### src/include/csf_params.svh
`ifndef CSF_PARAMS_SVH
`define CSF_PARAMS_SVH

// Register offsets
`define CSF_ADDR_STATE_ONE   8'h0B
`define CSF_ADDR_STATE_TWO   8'h0C
`define CSF_ADDR_FAULT       8'h0D

// Charger state register one fields
`define CSF_S1_OVERVOLT      7
`define CSF_S1_VALID         6
`define CSF_S1_ILIM          5
`define CSF_S1_THERM         4
`define CSF_S1_DONE          3

// Low end shared by the charger state and battery level code fields
`define CSF_FIELD_LO         0
`define CSF_S1_CODE_HI       2

// Charger state register two fields
`define CSF_S2_THERM_HI      7
`define CSF_S2_THERM_LO      5
`define CSF_S2_UNUSED        4
`define CSF_S2_RECHARGE      3
`define CSF_S2_LEVEL_HI      2

// Fault register fields
`define CSF_F_SHORT          3
`define CSF_F_HOT_LO         1
`define CSF_F_HOT_HI         0
`define CSF_F_UNUSED_MASK    8'hF4

// Codes
`define CSF_CHG_COMPLETE     3'h4
`define CSF_ZERO8            8'h00

`endif

### src/include/csf_pkg.sv
package csf_pkg;
  typedef logic [2:0] csf_code_t;
  typedef logic [7:0] csf_byte_t;
endpackage : csf_pkg

### src/hw/csf_fault_bit.sv
`timescale 1ns/1ps
`include "csf_params.svh"

// =============================================
// One sticky fault flag, set wins over clear
module csf_fault_bit (
  // Clock and reset
  input  wire logic sys_clk,
  input  wire logic reset_n,
  // Control
  input  wire logic set_pulse,
  input  wire logic clear_pulse,
  input  wire logic power_lost,
  // State
  output logic      flag_reg
);
  logic flag_next;

  assign flag_next = set_pulse ? 1'b1 :
                     (clear_pulse | power_lost) ? 1'b0 : flag_reg;

  always_ff @(posedge sys_clk or negedge reset_n) begin
    if (!reset_n) begin
      flag_reg <= 1'b0;
    end else begin
      flag_reg <= flag_next;
    end
  end

  a_set_wins: assert property ( // see (RL9)
    @(posedge sys_clk) disable iff (!reset_n)
    set_pulse |=> flag_reg)
    else $error("fault set lost");
  a_clear_works: assert property ( // see (RL12)
    @(posedge sys_clk) disable iff (!reset_n)
    (!set_pulse && (clear_pulse || power_lost)) |=> !flag_reg)
    else $error("fault clear ignored");
endmodule : csf_fault_bit

### src/hw/csf_status_regs.sv
`timescale 1ns/1ps
`include "csf_params.svh"

// =============================================
// Charger status and fault register group
// Contract
// (RL1) Bits 7,6: overvoltage and valid input levels
// (RL2) Bit 5: input current limited flag
// (RL3) Bit 4: thermal limiting flag
// (RL4) Bit 3: charge done latches, survives recharge
// (RL5) Bits 2:0: charger state code
// (RL6) Second register 7:5: thermistor code
// (RL7) Recharge flag only when disabled and complete
// (RL8) Second register 2:0: battery level code
// (RL9) Fault bit 3: battery short, resets zero
// (RL10) Fault bit 1: lower die overheat
// (RL11) Fault bit 0: upper die overheat
// (RL12) Faults clear by power cycle or one
// (RL13) Status writes ignored, unused bits zero
module csf_status_regs (
  // Clock and reset
  input  wire logic             sys_clk,
  input  wire logic             reset_n,
  // Register port from the serial bus slave
  input  wire logic [7:0]       reg_addr,
  input  wire logic             reg_wr,
  input  wire logic [7:0]       reg_wdata,
  input  wire logic             reg_rd,
  output logic [7:0]            reg_rdata,
  // Supply and limiting levels
  input  wire logic             input_overvoltage_flag,
  input  wire logic             input_valid_flag,
  input  wire logic             input_current_limited_flag,
  input  wire logic             thermal_limit_flag,
  // Charger core state
  input  wire logic             charge_cycle_end,
  input  wire logic [2:0]       charger_state_code,
  input  wire logic [2:0]       thermistor_state_code,
  input  wire logic [2:0]       battery_level_code,
  input  wire logic             auto_recharge_disable,
  input  wire logic             battery_below_recharge,
  // Fault events
  input  wire logic             battery_short_event,
  input  wire logic             die_overheat_lower_event,
  input  wire logic             die_overheat_upper_event,
  // Done and fault latches
  output logic                  charge_complete_latch,
  output logic                  battery_short_fault,
  output logic                  die_overheat_lower_fault,
  output logic                  die_overheat_upper_fault
);

  // =============================================
  // Decode
  logic                 sel_one;
  logic                 sel_two;
  logic                 sel_fault;
  logic                 fault_wr;
  logic                 power_lost;
  logic                 valid_seen_reg;
  logic                 recharge_needed_flag;
  csf_pkg::csf_byte_t   state_one;
  csf_pkg::csf_byte_t   state_two;
  csf_pkg::csf_byte_t   fault_flags;
  csf_pkg::csf_byte_t   rdata_next;
  logic                 done_next;

  assign sel_one   = (reg_addr == `CSF_ADDR_STATE_ONE);
  assign sel_two   = (reg_addr == `CSF_ADDR_STATE_TWO);
  assign sel_fault = (reg_addr == `CSF_ADDR_FAULT);
  // Only the fault register accepts writes
  assign fault_wr  = reg_wr & sel_fault; // see (RL13)

  // Power cycle: valid input falling after it was seen high
  assign power_lost = valid_seen_reg & ~input_valid_flag; // see (RL12)

  always_ff @(posedge sys_clk or negedge reset_n) begin
    if (!reset_n) begin
      valid_seen_reg <= 1'b0;
    end else begin
      valid_seen_reg <= input_valid_flag;
    end
  end

  // =============================================
  // Charge done latch
  // Set by the end of a charge cycle; only a power cycle or reset clears
  // it, so a battery sagging under the recharge threshold never does.
  assign done_next = charge_cycle_end ? 1'b1 :
                     power_lost ? 1'b0 : charge_complete_latch; // see (RL4)

  always_ff @(posedge sys_clk or negedge reset_n) begin
    if (!reset_n) begin
      charge_complete_latch <= 1'b0;
    end else begin
      charge_complete_latch <= done_next;
    end
  end

  // =============================================
  // Recharge indication
  assign recharge_needed_flag = auto_recharge_disable &
      (charger_state_code == `CSF_CHG_COMPLETE) &
      battery_below_recharge; // see (RL7)

  // =============================================
  // Fault flags
  csf_fault_bit u_short (
    .sys_clk     (sys_clk),
    .reset_n     (reset_n),
    .set_pulse   (battery_short_event),
    .clear_pulse (fault_wr & reg_wdata[`CSF_F_SHORT]),
    .power_lost  (power_lost),
    .flag_reg    (battery_short_fault)
  ); // see (RL9)

  csf_fault_bit u_hot_lo (
    .sys_clk     (sys_clk),
    .reset_n     (reset_n),
    .set_pulse   (die_overheat_lower_event),
    .clear_pulse (fault_wr & reg_wdata[`CSF_F_HOT_LO]),
    .power_lost  (power_lost),
    .flag_reg    (die_overheat_lower_fault)
  ); // see (RL10)

  csf_fault_bit u_hot_hi (
    .sys_clk     (sys_clk),
    .reset_n     (reset_n),
    .set_pulse   (die_overheat_upper_event),
    .clear_pulse (fault_wr & reg_wdata[`CSF_F_HOT_HI]),
    .power_lost  (power_lost),
    .flag_reg    (die_overheat_upper_fault)
  ); // see (RL11) (RL12)

  // =============================================
  // Read assembly
  assign state_one = {input_overvoltage_flag,      // see (RL1)
                      input_valid_flag,            // see (RL1)
                      input_current_limited_flag,  // see (RL2)
                      thermal_limit_flag,          // see (RL3)
                      charge_complete_latch,
                      charger_state_code};         // see (RL5)
  // Bit 4 unused, reads zero
  assign state_two = {thermistor_state_code,       // see (RL6)
                      1'b0,                        // see (RL13)
                      recharge_needed_flag,
                      battery_level_code};         // see (RL8)
  assign fault_flags = {4'h0, battery_short_fault, 1'b0,
                        die_overheat_lower_fault,
                        die_overheat_upper_fault}; // see (RL13)

  assign rdata_next = sel_one   ? state_one :
                      sel_two   ? state_two :
                      sel_fault ? fault_flags : `CSF_ZERO8;

  // Read data is held until the next read strobe
  always_ff @(posedge sys_clk or negedge reset_n) begin
    if (!reset_n) begin
      reg_rdata <= `CSF_ZERO8;
    end else if (reg_rd) begin
      reg_rdata <= rdata_next;
    end
  end

  // =============================================
  // Checks
  // Read-back checks compare with the levels one edge earlier, because
  // the read data register captures them at the strobe edge.
  a_overvolt_bit: assert property ( // see (RL1)
    @(posedge sys_clk) disable iff (!reset_n)
    (reg_rd && sel_one) |=>
      reg_rdata[`CSF_S1_OVERVOLT] == $past(input_overvoltage_flag) &&
      reg_rdata[`CSF_S1_VALID] == $past(input_valid_flag))
    else $error("supply bits wrong");

  a_ilim_bit: assert property ( // see (RL2)
    @(posedge sys_clk) disable iff (!reset_n)
    (reg_rd && sel_one) |=>
      reg_rdata[`CSF_S1_ILIM] == $past(input_current_limited_flag))
    else $error("current limit bit wrong");

  a_therm_bit: assert property ( // see (RL3)
    @(posedge sys_clk) disable iff (!reset_n)
    (reg_rd && sel_one) |=>
      reg_rdata[`CSF_S1_THERM] == $past(thermal_limit_flag))
    else $error("thermal bit wrong");

  a_done_sets: assert property ( // see (RL4)
    @(posedge sys_clk) disable iff (!reset_n)
    charge_cycle_end |=> charge_complete_latch)
    else $error("done latch not set");

  a_done_holds: assert property ( // see (RL4)
    @(posedge sys_clk) disable iff (!reset_n)
    (charge_complete_latch && !power_lost) |=> charge_complete_latch)
    else $error("done latch dropped");

  a_done_readback: assert property ( // see (RL4)
    @(posedge sys_clk) disable iff (!reset_n)
    (reg_rd && sel_one) |=>
      reg_rdata[`CSF_S1_DONE] == $past(charge_complete_latch))
    else $error("done bit wrong");

  a_state_code: assert property ( // see (RL5)
    @(posedge sys_clk) disable iff (!reset_n)
    (reg_rd && sel_one) |=>
      reg_rdata[`CSF_S1_CODE_HI:`CSF_FIELD_LO] == $past(charger_state_code))
    else $error("charger code wrong");

  a_therm_code: assert property ( // see (RL6)
    @(posedge sys_clk) disable iff (!reset_n)
    (reg_rd && sel_two) |=>
      reg_rdata[`CSF_S2_THERM_HI:`CSF_S2_THERM_LO] ==
        $past(thermistor_state_code) &&
      !reg_rdata[`CSF_S2_UNUSED])
    else $error("thermistor code wrong");

  a_recharge_gate: assert property ( // see (RL7)
    @(posedge sys_clk) disable iff (!reset_n)
    (reg_rd && sel_two && !auto_recharge_disable) |=>
      !reg_rdata[`CSF_S2_RECHARGE])
    else $error("recharge bit not gated");

  a_recharge_bit: assert property ( // see (RL7)
    @(posedge sys_clk) disable iff (!reset_n)
    (reg_rd && sel_two) |=>
      reg_rdata[`CSF_S2_RECHARGE] == $past(auto_recharge_disable &&
        charger_state_code == `CSF_CHG_COMPLETE && battery_below_recharge))
    else $error("recharge bit wrong");

  a_level_code: assert property ( // see (RL8)
    @(posedge sys_clk) disable iff (!reset_n)
    (reg_rd && sel_two) |=>
      reg_rdata[`CSF_S2_LEVEL_HI:`CSF_FIELD_LO] == $past(battery_level_code))
    else $error("battery code wrong");

  a_short_set: assert property ( // see (RL9)
    @(posedge sys_clk) disable iff (!reset_n)
    battery_short_event |=> battery_short_fault)
    else $error("short fault lost");

  a_short_clear: assert property ( // see (RL9)
    @(posedge sys_clk) disable iff (!reset_n)
    (fault_wr && reg_wdata[`CSF_F_SHORT] && !battery_short_event) |=>
      !battery_short_fault)
    else $error("short fault not cleared");

  a_hot_lo_set: assert property ( // see (RL10)
    @(posedge sys_clk) disable iff (!reset_n)
    die_overheat_lower_event |=> die_overheat_lower_fault)
    else $error("lower overheat lost");

  a_hot_lo_clear: assert property ( // see (RL12)
    @(posedge sys_clk) disable iff (!reset_n)
    (fault_wr && reg_wdata[`CSF_F_HOT_LO] && !die_overheat_lower_event)
      |=> !die_overheat_lower_fault)
    else $error("lower overheat not cleared");

  a_hot_hi_set: assert property ( // see (RL11)
    @(posedge sys_clk) disable iff (!reset_n)
    die_overheat_upper_event |=> die_overheat_upper_fault)
    else $error("upper overheat lost");

  a_hot_hi_clear: assert property ( // see (RL12)
    @(posedge sys_clk) disable iff (!reset_n)
    (fault_wr && reg_wdata[`CSF_F_HOT_HI] && !die_overheat_upper_event)
      |=> !die_overheat_upper_fault)
    else $error("upper overheat not cleared");

  a_power_clear: assert property ( // see (RL12)
    @(posedge sys_clk) disable iff (!reset_n)
    (power_lost && !battery_short_event) |=> !battery_short_fault)
    else $error("power cycle kept fault");

  a_unmapped_zero: assert property ( // see (RL13)
    @(posedge sys_clk) disable iff (!reset_n)
    (reg_rd && !sel_one && !sel_two && !sel_fault) |=> reg_rdata == `CSF_ZERO8)
    else $error("unmapped read nonzero");

  // A write aimed at a status register must never reach the fault flags
  a_ro_write_kept: assert property ( // see (RL13)
    @(posedge sys_clk) disable iff (!reset_n)
    (reg_wr && !sel_fault && !power_lost && battery_short_fault) |=>
      battery_short_fault)
    else $error("status write touched fault");

  a_fault_unused: assert property ( // see (RL13)
    @(posedge sys_clk) disable iff (!reset_n)
    (reg_rd && sel_fault) |=>
      (reg_rdata & `CSF_F_UNUSED_MASK) == `CSF_ZERO8)
    else $error("unused fault bits nonzero");

  // Main scenarios the bench is expected to reach
  c_done: cover property (@(posedge sys_clk) disable iff (!reset_n)
    charge_cycle_end ##1 charge_complete_latch);
  c_fault_clear: cover property (@(posedge sys_clk) disable iff (!reset_n)
    battery_short_fault ##1 fault_wr ##1 !battery_short_fault);
  c_hot_hi_clear: cover property (@(posedge sys_clk) disable iff (!reset_n)
    die_overheat_upper_fault ##1 (fault_wr && reg_wdata[`CSF_F_HOT_HI])
    ##1 !die_overheat_upper_fault);
  c_recharge: cover property (@(posedge sys_clk) disable iff (!reset_n)
    recharge_needed_flag);
  c_power: cover property (@(posedge sys_clk) disable iff (!reset_n)
    power_lost);

endmodule : csf_status_regs

### config.mk
export PLATFORM = sky130hd
export DESIGN_NAME = csf_status_regs
export DESIGN_NICKNAME = d
export VERILOG_FILES = /design/src/include/csf_pkg.sv /design/src/hw/csf_fault_bit.sv /design/src/hw/csf_status_regs.sv
export VERILOG_INCLUDE_DIRS = /design/src /design/src/include
export SDC_FILE = /design/constraint.sdc
export NUM_CORES = 1
export LEC_CHECK = 0
export ABC_CLOCK_PERIOD_IN_PS = 1100
export BUFFER_PORTS_ARGS = -buffer_cell sky130_fd_sc_hd__buf_4
export CAP_MARGIN = 20
export CORE_UTILIZATION = 37
export CTS_CLUSTER_SIZE = 12
export DETAILED_ROUTE_END_ITERATION = 12
export PLACE_DENSITY = 0.82
export SYNTH_ARGS = -nofsm -noshare
export SYNTH_HDL_FRONTEND = slang
export SYNTH_SLANG_ARGS = --single-unit
### constraint.sdc
create_clock -name sys_clk -period 1.1 [get_ports sys_clk]
set_input_delay 0.22 -clock sys_clk [delete_from_list [all_inputs] [get_ports sys_clk]]
set_output_delay 0.22 -clock sys_clk [all_outputs]
set_load 0.005 [all_outputs]
Word-level counts from Yosys, hierarchy flattened
Index checks and enable logic that the tools add are counted.
- bitwise gates (word level): 11
- reductions and logical operators: 4
- multiplexer cells: 11
- eq/ne operators: 4
- operator list (cell ; number):
    == test 8 x 4 -> 1 bit (second input constant) ; 3
    2-to-1 mux 8 bit ; 2
    2-to-1 mux 1 bit ; 8
    nonzero test 2 bit ; 4
    bitwise AND 1 bit ; 7
    2-to-1 mux 4 bit ; 1
    == test 3 bit (second input constant) ; 1
    OR 1 bit ; 3
    NOT 1 bit ; 1
- flip-flop bits (word level): 13
- output and inout port bits: 12
- input port bits: 39
- word-level logic and storage cells: 36

Longest topological paths before layout
Gate-level depths: netlist of run 1.
- word-level depth: 6
- mapped depth: 5
- gate-level depth less buffers: 4

By module
A second synthesis of run 1 with hierarchy kept.
- cells, all modules: 67
- area, all modules: 671.9 µm²
- modules (own cells, without submodules) (module ; area each (µm²) ; sequential area each (µm²) ; instances ; cells an instance):
    csf_status_regs ; 563.0 ; 250.2 ; 1 ; 58
    csf_fault_bit ; 36.3 ; 25.0 ; 3 ; 3

Worst setup path before layout of run 1
No wires, ideal clock.
- path kind: input to register
- start: input port reg_addr[7]
- end: register u_hot_hi.flag_reg
- buffers on the path: 0
- stages on the path: 4
- library setup time: 120 ps
- setup slack: -71 ps
- data required time: 980 ps
- arrival time: 1050 ps
- path through: nor4_4 > and4_1 > nand2_1 > a31o_2
- cells in the longest elaborated chain, start to end: 5
- RTL lines (item ; RTL line ; RTL):
    from (decl) ; csf_status_regs.sv:25 ; input wire logic [7:0] reg_addr,
    == test 8 x 4 -> 1 bit (no source line) ; n/a ;
    bitwise AND 1 bit ; csf_status_regs.sv:72 ; assign fault_wr = reg_wr & sel_fault;
    bitwise AND 1 bit ; csf_status_regs.sv:130 ; .clear_pulse (fault_wr & reg_wdata[`CSF_F_HOT_HI]),
    OR 1 bit ; csf_fault_bit.sv:20 ; (clear_pulse | power_lost) ? 1'b0 : flag_reg;
    nonzero test 2 bit (no source line) ; n/a ;
    to (signal assigned) ; csf_fault_bit.sv:26 ; flag_reg <= flag_next;
    to (decl) ; csf_fault_bit.sv:15 ; output logic flag_reg
No other way between the ends.
A chain may end at the register's enable or synchronous reset.

Worst setup path after layout of run 1
- start: input port reg_addr[7]
- end: register u_short.flag_reg
- cells in the longest elaborated chain, start to end: 5
- RTL lines (item ; RTL line ; RTL):
    == test 8 x 4 -> 1 bit (no source line) ; n/a ;
    bitwise AND 1 bit ; csf_status_regs.sv:72 ;
    bitwise AND 1 bit ; csf_status_regs.sv:112 ; .clear_pulse (fault_wr & reg_wdata[`CSF_F_SHORT]),
    OR 1 bit ; csf_fault_bit.sv:20 ;
    nonzero test 2 bit (no source line) ; n/a ;
    to (signal assigned) ; csf_fault_bit.sv:26 ;
    to (decl) ; csf_fault_bit.sv:15 ;
No other way between the ends.

==> results by group, run 1 <==
Clock tree
  – Post-CTS setup buffer count: 0
  – TritonCTS buffer count: 3
  – TritonCTS clock tree: yes
  – Clk_lat worst skew: 0.27 ns
  – Clock Path Buffers: 2
  – Worst-path clk slew: 0.08 ns
  – CTS H-tree lvls: 1
  – Clock Sinks: 13
  – Root Buffer: clkbuf_4

Global routing
  – GR Overflow Total: 0
  – Global-route wire length before repair: 2877 um
  – Vias in the first global route: 662
  – Initial antenna violation count: 0
  – Largest net degree at the start of global routing: 14
  – Global-route usage over all layers: 0.2119

Logic synthesis
  – Yosys cell types: 23
  – Gate Count Post-Synth: 53
  – Most common cell in the netlist: dfrtp_1
  – Ys flop type: dfrtp_1
  – Asr flop ratio synth: 1.000
  – Top cell type's share of synthesized area: 0.5088
  – Avg Cell Area, Syn: 12.06 sq um
  – EDFF count, synth: 0
  – Area contributors post-synth: dfrtp_1 (51%), a221o_1 (9.4%), nor2b_1 (4.9%)
  – Seq/Total Area, Yosys: 0.5088
  – Seq cells post-synth: 13
  – Yosys top cell by area: dfrtp_1
  – Cell Area, Synth: 639.4 sq um
  – Synthesis Warnings: 0
  – Synth top cells by count: dfrtp_1 (13), a221o_1 (6), nor2b_1 (5)
  – Synth Net Count: 92

Critical path
  – CP max FO: 4
  – Reg2Reg Depth: 3
  – CP Data Required Time: 1.26 ns
  – Worst setup SP type: input pin
  – Setup crit end kind: flip-flop
  – Critical path type: input pin to flip-flop
  – Critical path data arrival time: 1.24 ns

Route
  – Vias per cell: 5.382
  – Final WL: 1764 um
  – Detail Route Antenna Nets: 0
  – DR iter-0 viols: 16
  – DRT Pass-1 Iters: 8
  – Routed length per instance: 14.34 um
  – Vias: 662
  – DRC Markers: 6

Power and ir drop
  – Maximum VDD drop: 0.8251 mV
  – Clk pwr share: 0.298
  – Cell Pwr Density: 918.0 nW/um^2
  – Int Power: 756.1 uW
  – Pleak: 0.5195 nW
  – Share of power burned in registers: 0.505
  – Comb power frac: 0.197
  – P_sw: 238.6 uW
  – Switching Fraction: 0.2399
  – Pwr Total: 994.7 uW

Hold path
  – Hold depth: 1
  – Worst min path class: input pin to flip-flop

STA
  – Slew Viols, Final: 0
  – Least-Margin Pin Slew: 0.2871 ns
  – RSZ-0062 raised after global routing: yes
  – Fin crit period: 1.079 ns
  – Highest clock rate: 0.9271 GHz
  – Max-slew headroom: 0.8071
  – Setup ws final: 0.02138 ns
  – Clock skew: 0.004813 ns
  – Worst hold slack: 0.06231 ns
  – Final Setup Violations: 0
  – Fin crit share: 0.9806
  – Final Hold Fails: 0

Finish
  – Max reg flops: 8
  – Share of cells above drive strength 1: 0.6168
  – Non-Filler Instances: 123
  – Diodes inserted: 0
  – Finished Core Util: 0.6950
  – Register name with the most flops: reg_rdata
  – Synth-to-Final Area Change: 69.47%
  – Fin nets: 147

Job
  – Max Cap Violations: 0

Floorplanning
  – Die X-Extent: 43.57 um
  – Die Y: 43.57 um
  – Number of core rows: 14
  – Die area: 1898 sq um
  – Core area: 1559 sq um
  – I/O pin count: 51
  – Initial Utilization: 0.4101

Place
  – RD Place Congestion: 0.8273
  – Number of port buffers: 45
  – DP HPWL: 1407 um
  – Pre-CTS WS: -0.2462 ns
  – Post-placement cell count: 118

Status
  – Status: complete, but fails checks
  – Failing checks: DRC
-- stage by stage --
step | instance area [sq um] | setup TNS, ns
6_report | 1084 | 0
5_1_grt | 1084 | -0.05898
4_1_cts | 1060 | 0
3_5_place_dp | 1023 | -2.279
3_3_place_gp | 1023 | -2.015
2_1_floorplan | 639.4 | -0.06344
-- critical path: stages --
cell and delay, ns:
buf_4 0.12, nor4_4 0.34, and4_2 0.31, nand2_1 0.06
a31o_2 0.19
-- cells in the final DEF (no fill, tap or decap), types with 2 or more instances in the layout --
cell,n
a221o_1,6
a31o_2,3
buf_4,50
clkbuf_4,3
dfrtp_1,13
inv_1,2
mux2i_2,2
nand2_1,3
nand3_1,2
nor2_2,2
nor2_4,2
nor2b_1,5
-- routing by layer --
layer,up-vias,share of wire,GRT usage,wire length [um]
met5,-,0,0,0
met4,0,0.0085,0.09375,15
met3,2,0.070,0.05417,124
met2,31,0.50,0.3463,886
met1,311,0.42,0.2626,736
li1,318,-,-,-
-- power groups by stage --
stage	registers (mW)	clock network, mW	logic [mW]
after detailed placement	0.510	0	0.185
final	0.502	0.296	0.196
after CTS	0.500	0.305	0.188
after global placement	0.509	0	0.182
after global routing	0.504	0.330	0.213
after floorplan	0.509	0	0.0428
-- worst paths after layout --
| path | startpoint | endpoint | slack, ns |
|---|---|---|---|
| max | reg_addr[7] | u_short.flag_reg | 0.02 |
| min in group asynchronous | reset_n | valid_seen_reg | 0.32 |
| min reg2reg | reg_rdata[3] | reg_rdata[3] | 0.51 |
| max reg2reg | u_hot_lo.flag_reg | reg_rdata[1] | 0.03 |
| min | input_valid_flag | valid_seen_reg | 0.06 |
| max in group asynchronous | reset_n | reg_rdata[4] | 0.62 |
-- final cells by class --
type | instances | area (sq um)
Clock buffer | 4 | 26.28
Inverter | 2 | 7.507
Sequential cell | 13 | 325.3
Fill cell | 127 | 475.5
Multi-Input combinational cell | 37 | 319.1
Timing Repair Buffer | 51 | 385.4
Tap cell | 16 | 20.02
-- cell families (layout without fill, tap and decap cells) --
logic type,count (synthesis),count (layout),synth area share
muxes,2,2,0.03131
AOI/OAI and AO/OA,15,15,0.2153
buffers and inverters,3,57,0.02936
and+or+nand+nor,20,20,0.2153
DFF,13,13,0.5088
-- repair_timing --
item                       CTS  global route
hold buffers                 1             0
setup endpoints to repair    0             9
gates resized for setup      0             7
hold endpoints to repair    13             0
Note: power is estimated with default switching activity, not from simulation.
==> inputs of run 2 (changes only) <==
Settings changed: CELL_PAD_IN_SITES_DETAIL_PLACEMENT set to 0, CELL_PAD_IN_SITES_GLOBAL_PLACEMENT set to 1, CORE_UTILIZATION 37 to 26.
==> run 2 against run 1 <==
  * The flow now finishes without violations
  * First-iteration DRC count fell by 69%
  * Clock power shrank 5%
  * Sequential power about the same
  * Setup slack improved by 0.012 ns
  * Routed wire length shrank 3.7%
  * Via count is 3.3% lower
  * Combinational power fell by 5%
  * Cell area is 1.2% lower
  * Sequential share of layout area rose by 0.35 points
  * Fmax grew 1.1%
  * Register-to-register slack improved by 0.10 ns
  * Critical endpoint is now u_hot_hi.flag_reg
==> results by group, run 2 (same netlist as run 1, synthesis figures left out) <==
Finish
  – Most common cell after layout, fill and taps aside: buf_4 (unchanged)
  – Most frequent cells in the layout: buf_4 (48), dfrtp_1 (13), a221o_1 (6) (was buf_4 (50), dfrtp_1 (13), a221o_1 (6))
  – Max reg flops: 8 (unchanged)
  – Fin nets: 146 (was 147)
  – Share of cells above drive strength 1: 0.5660 (was 0.6168)
  – Synth-to-Final Area Change: 67.52% (was 69.47%)
  – Register name with the most flops: reg_rdata (unchanged)
  – Diodes inserted: 0 (unchanged)
  – Finished Cell Area: 1071 sq um (was 1084 sq um)
  – Fillers: 234 (was 127)

Critical path
  – RR Startpoint: u_hot_lo.flag_reg (unchanged)
  – CP Data Required Time: 1.27 ns (was 1.26 ns)
  – Critical path type: input pin to flip-flop (unchanged)
  – CP startpoint: reg_addr[6] (was reg_addr[7])
  – Worst setup SP type: input pin (unchanged)
  – Critical path endpoint: u_hot_hi.flag_reg (was u_short.flag_reg)
  – Critical path data arrival time: 1.23 ns (was 1.24 ns)
  – Setup crit end kind: flip-flop (unchanged)
  – Reg2Reg Depth: 3 (unchanged)
  – Reg2reg end: reg_rdata[1] (unchanged)
  – CP max FO: 4 (unchanged)
  – R2r setup slk: 0.13 ns (was 0.03 ns)

STA
  – Least-Margin Pin Slew: 0.2937 ns (was 0.2871 ns)
  – Slew Viols, Final: 0 (unchanged)
  – Final Hold Fails: 0 (unchanged)
  – Clock skew: 0.003985 ns (was 0.004813 ns)
  – Fin crit period: 1.067 ns (was 1.079 ns)
  – Fin crit share: 0.9698 (was 0.9806)
  – Max-slew headroom: 0.8027 (was 0.8071)
  – Final Setup Violations: 0 (unchanged)
  – RSZ-0062 raised after global routing: no (was yes)
  – Highest clock rate: 0.9374 GHz (was 0.9271 GHz)

Clock tree
  – Post-CTS setup buffer count: 0 (unchanged)
  – Clock Sinks: 13 (unchanged)
  – Clock Path Buffers: 2 (unchanged)
  – TritonCTS buffer count: 3 (unchanged)
  – TritonCTS clock tree: yes (unchanged)
  – Root Buffer: clkbuf_4 (unchanged)
  – Clk_lat worst skew: 0.27 ns (about the same)
  – Worst-path clk slew: 0.07 ns (was 0.08 ns)
  – CTS H-tree lvls: 1 (unchanged)

Floorplanning
  – Die Y: 51.59 um (was 43.57 um)
  – Die X-Extent: 51.59 um (was 43.57 um)
  – Number of core rows: 17 (was 14)
  – Initial Utilization: 0.2836 (was 0.4101)
  – Core area: 2255 sq um (was 1559 sq um)
  – I/O pin count: 51 (unchanged)
  – Die area: 2662 sq um (was 1898 sq um)

Power and ir drop
  – Pleak: 0.5193 nW (was 0.5195 nW)
  – Pwr Total: 968.4 uW (was 994.7 uW)
  – Cell Pwr Density: 904.2 nW/um^2 (was 918.0 nW/um^2)
  – Maximum VDD drop: 0.8315 mV (was 0.8251 mV)

Global routing
  – Initial antenna violation count: 0 (unchanged)
  – GR Overflow Total: 0 (unchanged)
  – Largest net degree at the start of global routing: 14 (unchanged)
  – Vias in the first global route: 642 (was 662)
  – Global-route wire length before repair: 2746 um (was 2877 um)
  – Global-route usage over all layers: 0.1457 (was 0.2119)

Place
  – RD Place Congestion: 0.7365 (was 0.8273)
  – Placed Area: 1031 sq um (was 1023 sq um)
  – DP HPWL: 1443 um (was 1407 um)
  – Number of port buffers: 45 (unchanged)

Route
  – Vias: 640 (was 662)
  – Vias per cell: 4.776 (was 5.382)
  – DR iter-0 viols: 5 (was 16)
  – Detail Route Antenna Nets: 0 (unchanged)
  – Routed length per instance: 12.68 um (was 14.34 um)
  – Final WL: 1699 um (was 1764 um)
  – DRT Pass-1 Iters: 3 (was 8)
  – DRC Markers: 0 (was 6)

Job
  – Max Cap Violations: 0 (unchanged)

Hold path
  – Worst Hold Launch: input_valid_flag (unchanged)
  – Worst min path class: input pin to flip-flop (unchanged)

Status
  – Status: complete, no violations (was complete, but fails checks)
==> run 2: cell count changes in the layout (fill, tap and decap cells not counted), sizes merged <==
| cell | delta |
|---|---|
| buf | -1 |
==> run 2: worst min-delay path by stage <==
stage                            end  slack, ns  depth (start not counted)
2_1_floorplan  charge_complete_latch      -0.08                          0
3_3_place_gp          valid_seen_reg       0.07                          1
3_5_place_dp          valid_seen_reg       0.07                          1
4_1_cts               valid_seen_reg       0.06                          1
5_1_grt               valid_seen_reg       0.05                          1
6_report              valid_seen_reg       0.07                          1
==> run 2: final cells by class <==
cell class	count	area, sq um	area share
Timing Repair Buffer	50	381.6	0.3563
Sequential cell	13	325.3	0.3037
Tap cell	28	35.03	0.03271
Inverter	2	7.507	0.007009
Clock buffer	4	26.28	0.02453
Multi-Input combinational cell	37	295.3	0.2757
==> run 2: per-layer routing <==
layer | GRT usage | vias up | wire length (um)
met1 | 0.1594 | 305 | 672
met5 | 0 | - | 0
met4 | 0.07658 | 0 | 21
met2 | 0.2446 | 23 | 918
li1 | - | 310 | -
met3 | 0.05263 | 2 | 86
==> run 2: through the flow <==
step	setup WS [ns]	util	hold WS, ns	setup TNS (ns)	instances
2_1_floorplan	-0.02115	-	-0.07559	-0.06344	53
3_3_place_gp	-0.2510	0.4573	0.06758	-1.975	129
3_5_place_dp	-0.2595	0.4573	0.06989	-2.217	129
4_1_cts	0.02123	0.4734	0.05891	0	134
5_1_grt	0.001023	0.4750	0.04592	0	134
6_report	0.03325	0.4750	0.06706	0	134
==> run 2: worst max-delay path, cell delays in order <==
cell and delay, ns:
buf_4 0.12, nor4_4 0.32, and4_1 0.31, nand2_1 0.07, a31o_2 0.20
==> run 2: power by group <==
part	total (mW)	internal (mW)	switching, mW
registers	0.501	0.491	0.0102
logic	0.186	0.121	0.0657
clock network	0.281	0.140	0.141
total	0.968	0.752	0.217
==> run 2: timing repair <==
item | in CTS | in global routing
endpoints found under the setup margin | 0 | 4
hold buffers | 1 | 0
endpoints found under the hold margin | 13 | 0
resized for setup | 0 | 1
==> inputs of run 3 (changes only) <==
Settings changed: CELL_PAD_IN_SITES_DETAIL_PLACEMENT 0 to 1, CELL_PAD_IN_SITES_GLOBAL_PLACEMENT 1 to 2, CORE_UTILIZATION 26 to 20, PLACE_DENSITY 0.82 to 0.81.
==> run 3 against run 2 <==
  * Die area increased by 29%
  * Routed wire length increased by 16%
  * Critical path depth unchanged
  * Combinational power increased by 3%
  * Clock skew decreased by 0.0025 ns
  * Global-route usage decreased by 2.4 points
  * Core utilization decreased by 11 points
==> results by group, run 3 (same netlist as run 1, synthesis figures left out) <==
Route
  – DRT Pass-1 Iters: 2 (was 3)
  – Detail Route Antenna Nets: 0 (unchanged)
  – DRC Markers: 0 (unchanged)
  – Routed length per instance: 13.05 um (was 12.68 um)
  – Vias: 653 (was 640)
  – Vias per cell: 4.325 (was 4.776)
  – DR iter-0 viols: 9 (was 5)
  – Final WL: 1971 um (was 1699 um)

STA
  – Slew Viols, Final: 0 (unchanged)
  – RSZ-0062 raised after global routing: yes (was no)
  – Final Hold Fails: 0 (unchanged)
  – Setup ws final: 0.009929 ns (was 0.03325 ns)
  – Final Setup Violations: 0 (unchanged)
  – Sum Neg Setup Slack: 0 ns (unchanged)
  – Worst hold slack: 0.06914 ns (was 0.06706 ns)
  – Max-slew headroom: 0.8094 (was 0.8027)
  – Highest clock rate: 0.9174 GHz (was 0.9374 GHz)
  – Least-Margin Pin Slew: 0.2838 ns (was 0.2937 ns)
  – Fin crit period: 1.090 ns (was 1.067 ns)
  – Clock skew: 0.001476 ns (was 0.003985 ns)
  – Fin crit share: 0.9910 (was 0.9698)

Floorplanning
  – Die X-Extent: 58.54 um (was 51.59 um)
  – Die area: 3427 sq um (was 2662 sq um)
  – Initial Utilization: 0.2094 (was 0.2836)
  – Number of core rows: 20 (was 17)
  – Die Y: 58.54 um (was 51.59 um)
  – Core area: 3053 sq um (was 2255 sq um)
  – I/O pin count: 51 (unchanged)

Critical path
  – Setup crit end kind: flip-flop (unchanged)
  – Worst path max stage delay: 0.33 ns (was 0.32 ns)
  – CP max FO: 4 (unchanged)
  – R2r setup slk: 0.11 ns (was 0.13 ns)
  – Critical Path Stages: 5 (unchanged)
  – Worst setup SP type: input pin (unchanged)
  – CP Data Required Time: 1.31 ns (was 1.27 ns)
  – Reg2Reg Depth: 3 (unchanged)
  – Crit path max-delay family: simple AND/OR/NAND/NOR gates (unchanged)
  – Critical-path top delay cell: nor4_4 (unchanged)
  – Buf+Inv Stages, Crit Path: 1 (unchanged)
  – Critical path data arrival time: 1.30 ns (was 1.23 ns)
  – CP Cell Sequence: buf_6 > nor4_4 > nand4_1 > nor2_2 > a221o_1 (was buf_4 > nor4_4 > and4_1 > nand2_1 > a31o_2)
  – Critical path type: input pin to flip-flop (unchanged)

Place
  – Post-placement cell count: 145 (was 129)
  – RD Place Congestion: 0.7884 (was 0.7365)
  – Number of port buffers: 45 (unchanged)
  – Pre-CTS WS: -0.2467 ns (was -0.2595 ns)

Clock tree
  – Worst-path clk slew: 0.07 ns (about the same)
  – TritonCTS buffer count: 3 (unchanged)
  – CTS H-tree lvls: 1 (unchanged)
  – Clk_lat worst skew: 0.27 ns (about the same)
  – Clock Path Buffers: 2 (unchanged)
  – TritonCTS clock tree: yes (unchanged)
  – Clock Sinks: 13 (unchanged)
  – Root Buffer: clkbuf_4 (unchanged)

Status
  – Status: complete, no violations (unchanged)

Job
  – Max Cap Violations: 0 (unchanged)

Global routing
  – Global-route usage over all layers: 0.1217 (was 0.1457)
  – Global-route wire length before repair: 3180 um (was 2746 um)
  – Initial antenna violation count: 0 (unchanged)
  – GR Overflow Total: 0 (unchanged)
  – Vias in the first global route: 716 (was 642)
  – Largest net degree at the start of global routing: 14 (unchanged)

Finish
  – Most frequent cells in the layout: buf_4 (48), dfrtp_1 (13), a221o_1 (6) (unchanged)
  – Non-Filler Instances: 151 (was 134)
  – Most common cell after layout, fill and taps aside: buf_4 (unchanged)
  – Fin nets: 147 (was 146)
  – Synth-to-Final Area Change: 72.41% (was 67.52%)
  – Diodes inserted: 0 (unchanged)
  – Max reg flops: 8 (unchanged)
  – Share of cells above drive strength 1: 0.5701 (was 0.5660)
  – Register name with the most flops: reg_rdata (unchanged)

Power and ir drop
  – Pleak: 0.5252 nW (was 0.5193 nW)
  – Maximum VDD drop: 0.3585 mV (was 0.8315 mV)
  – Cell Pwr Density: 889.1 nW/um^2 (was 904.2 nW/um^2)

Hold path
  – Worst min path class: input pin to flip-flop (unchanged)
  – Hold depth: 1 (unchanged)
run 3: cell count changes in the layout (fill, tap and decap cells not counted), sizes merged:
cell,previous run,this run
buf,49,50
run 3: path summary, 6_finish.rpt:
kind	to	from
max	reg_rdata[6]	reg_addr[7]
min	valid_seen_reg	input_valid_flag
max reg2reg	reg_rdata[0]	u_hot_hi.flag_reg
min reg2reg	reg_rdata[3]	reg_rdata[3]
max in group asynchronous	charge_complete_latch	reset_n
min in group asynchronous	reg_rdata[7]	reset_n
run 3: layout make-up:
cell class | instances | area (sq um)
inverters | 2 | 7.507
well taps | 44 | 55.05
fillers | 378 | 1951
multi-input cells | 37 | 295.3
clock buffers | 4 | 26.28
repair buffers | 51 | 392.9
flip-flops and latches | 13 | 325.3
run 3: power breakdown:
group          leakage, nW  switching, mW  total (mW)  internal, mW
Combinational        0.347         0.0680       0.191         0.123
Clock               0.0150          0.148       0.288         0.140
Sequential           0.163         0.0104       0.501         0.490
run 3: per-stage QoR:
step                total power, mW  instance area, sq um    util
floorplan                    0.5520                 639.4       -
global placement             0.6950                  1051  0.3443
detailed placement           0.6970                  1051  0.3443
CTS                          0.9952                  1087  0.3561
global route                  1.046                  1102  0.3611
finish                       0.9801                  1102  0.3611
run 3: routing by layer:
layer	GRT usage	up-vias	wire length, um
met4	0.02041	0	6
met5	0	-	0
li1	-	316	-
met1	0.1573	310	876
met3	0.04396	2	135
met2	0.1987	25	953
run 3: worst reg2reg max path: stages (launching register included):
cell	delay, ns
dfrtp_1	0.40
mux2i_1	0.16
nor2_1	0.07
a221o_1	0.25
run 3: repair_timing:
action / in CTS / in global routing
buffers inserted: 0 / 1
resized for setup: 0 / 2
endpoints found under the hold margin: 13 / 0
hold buffers: 1 / 0
endpoints found under the setup margin: 0 / 4
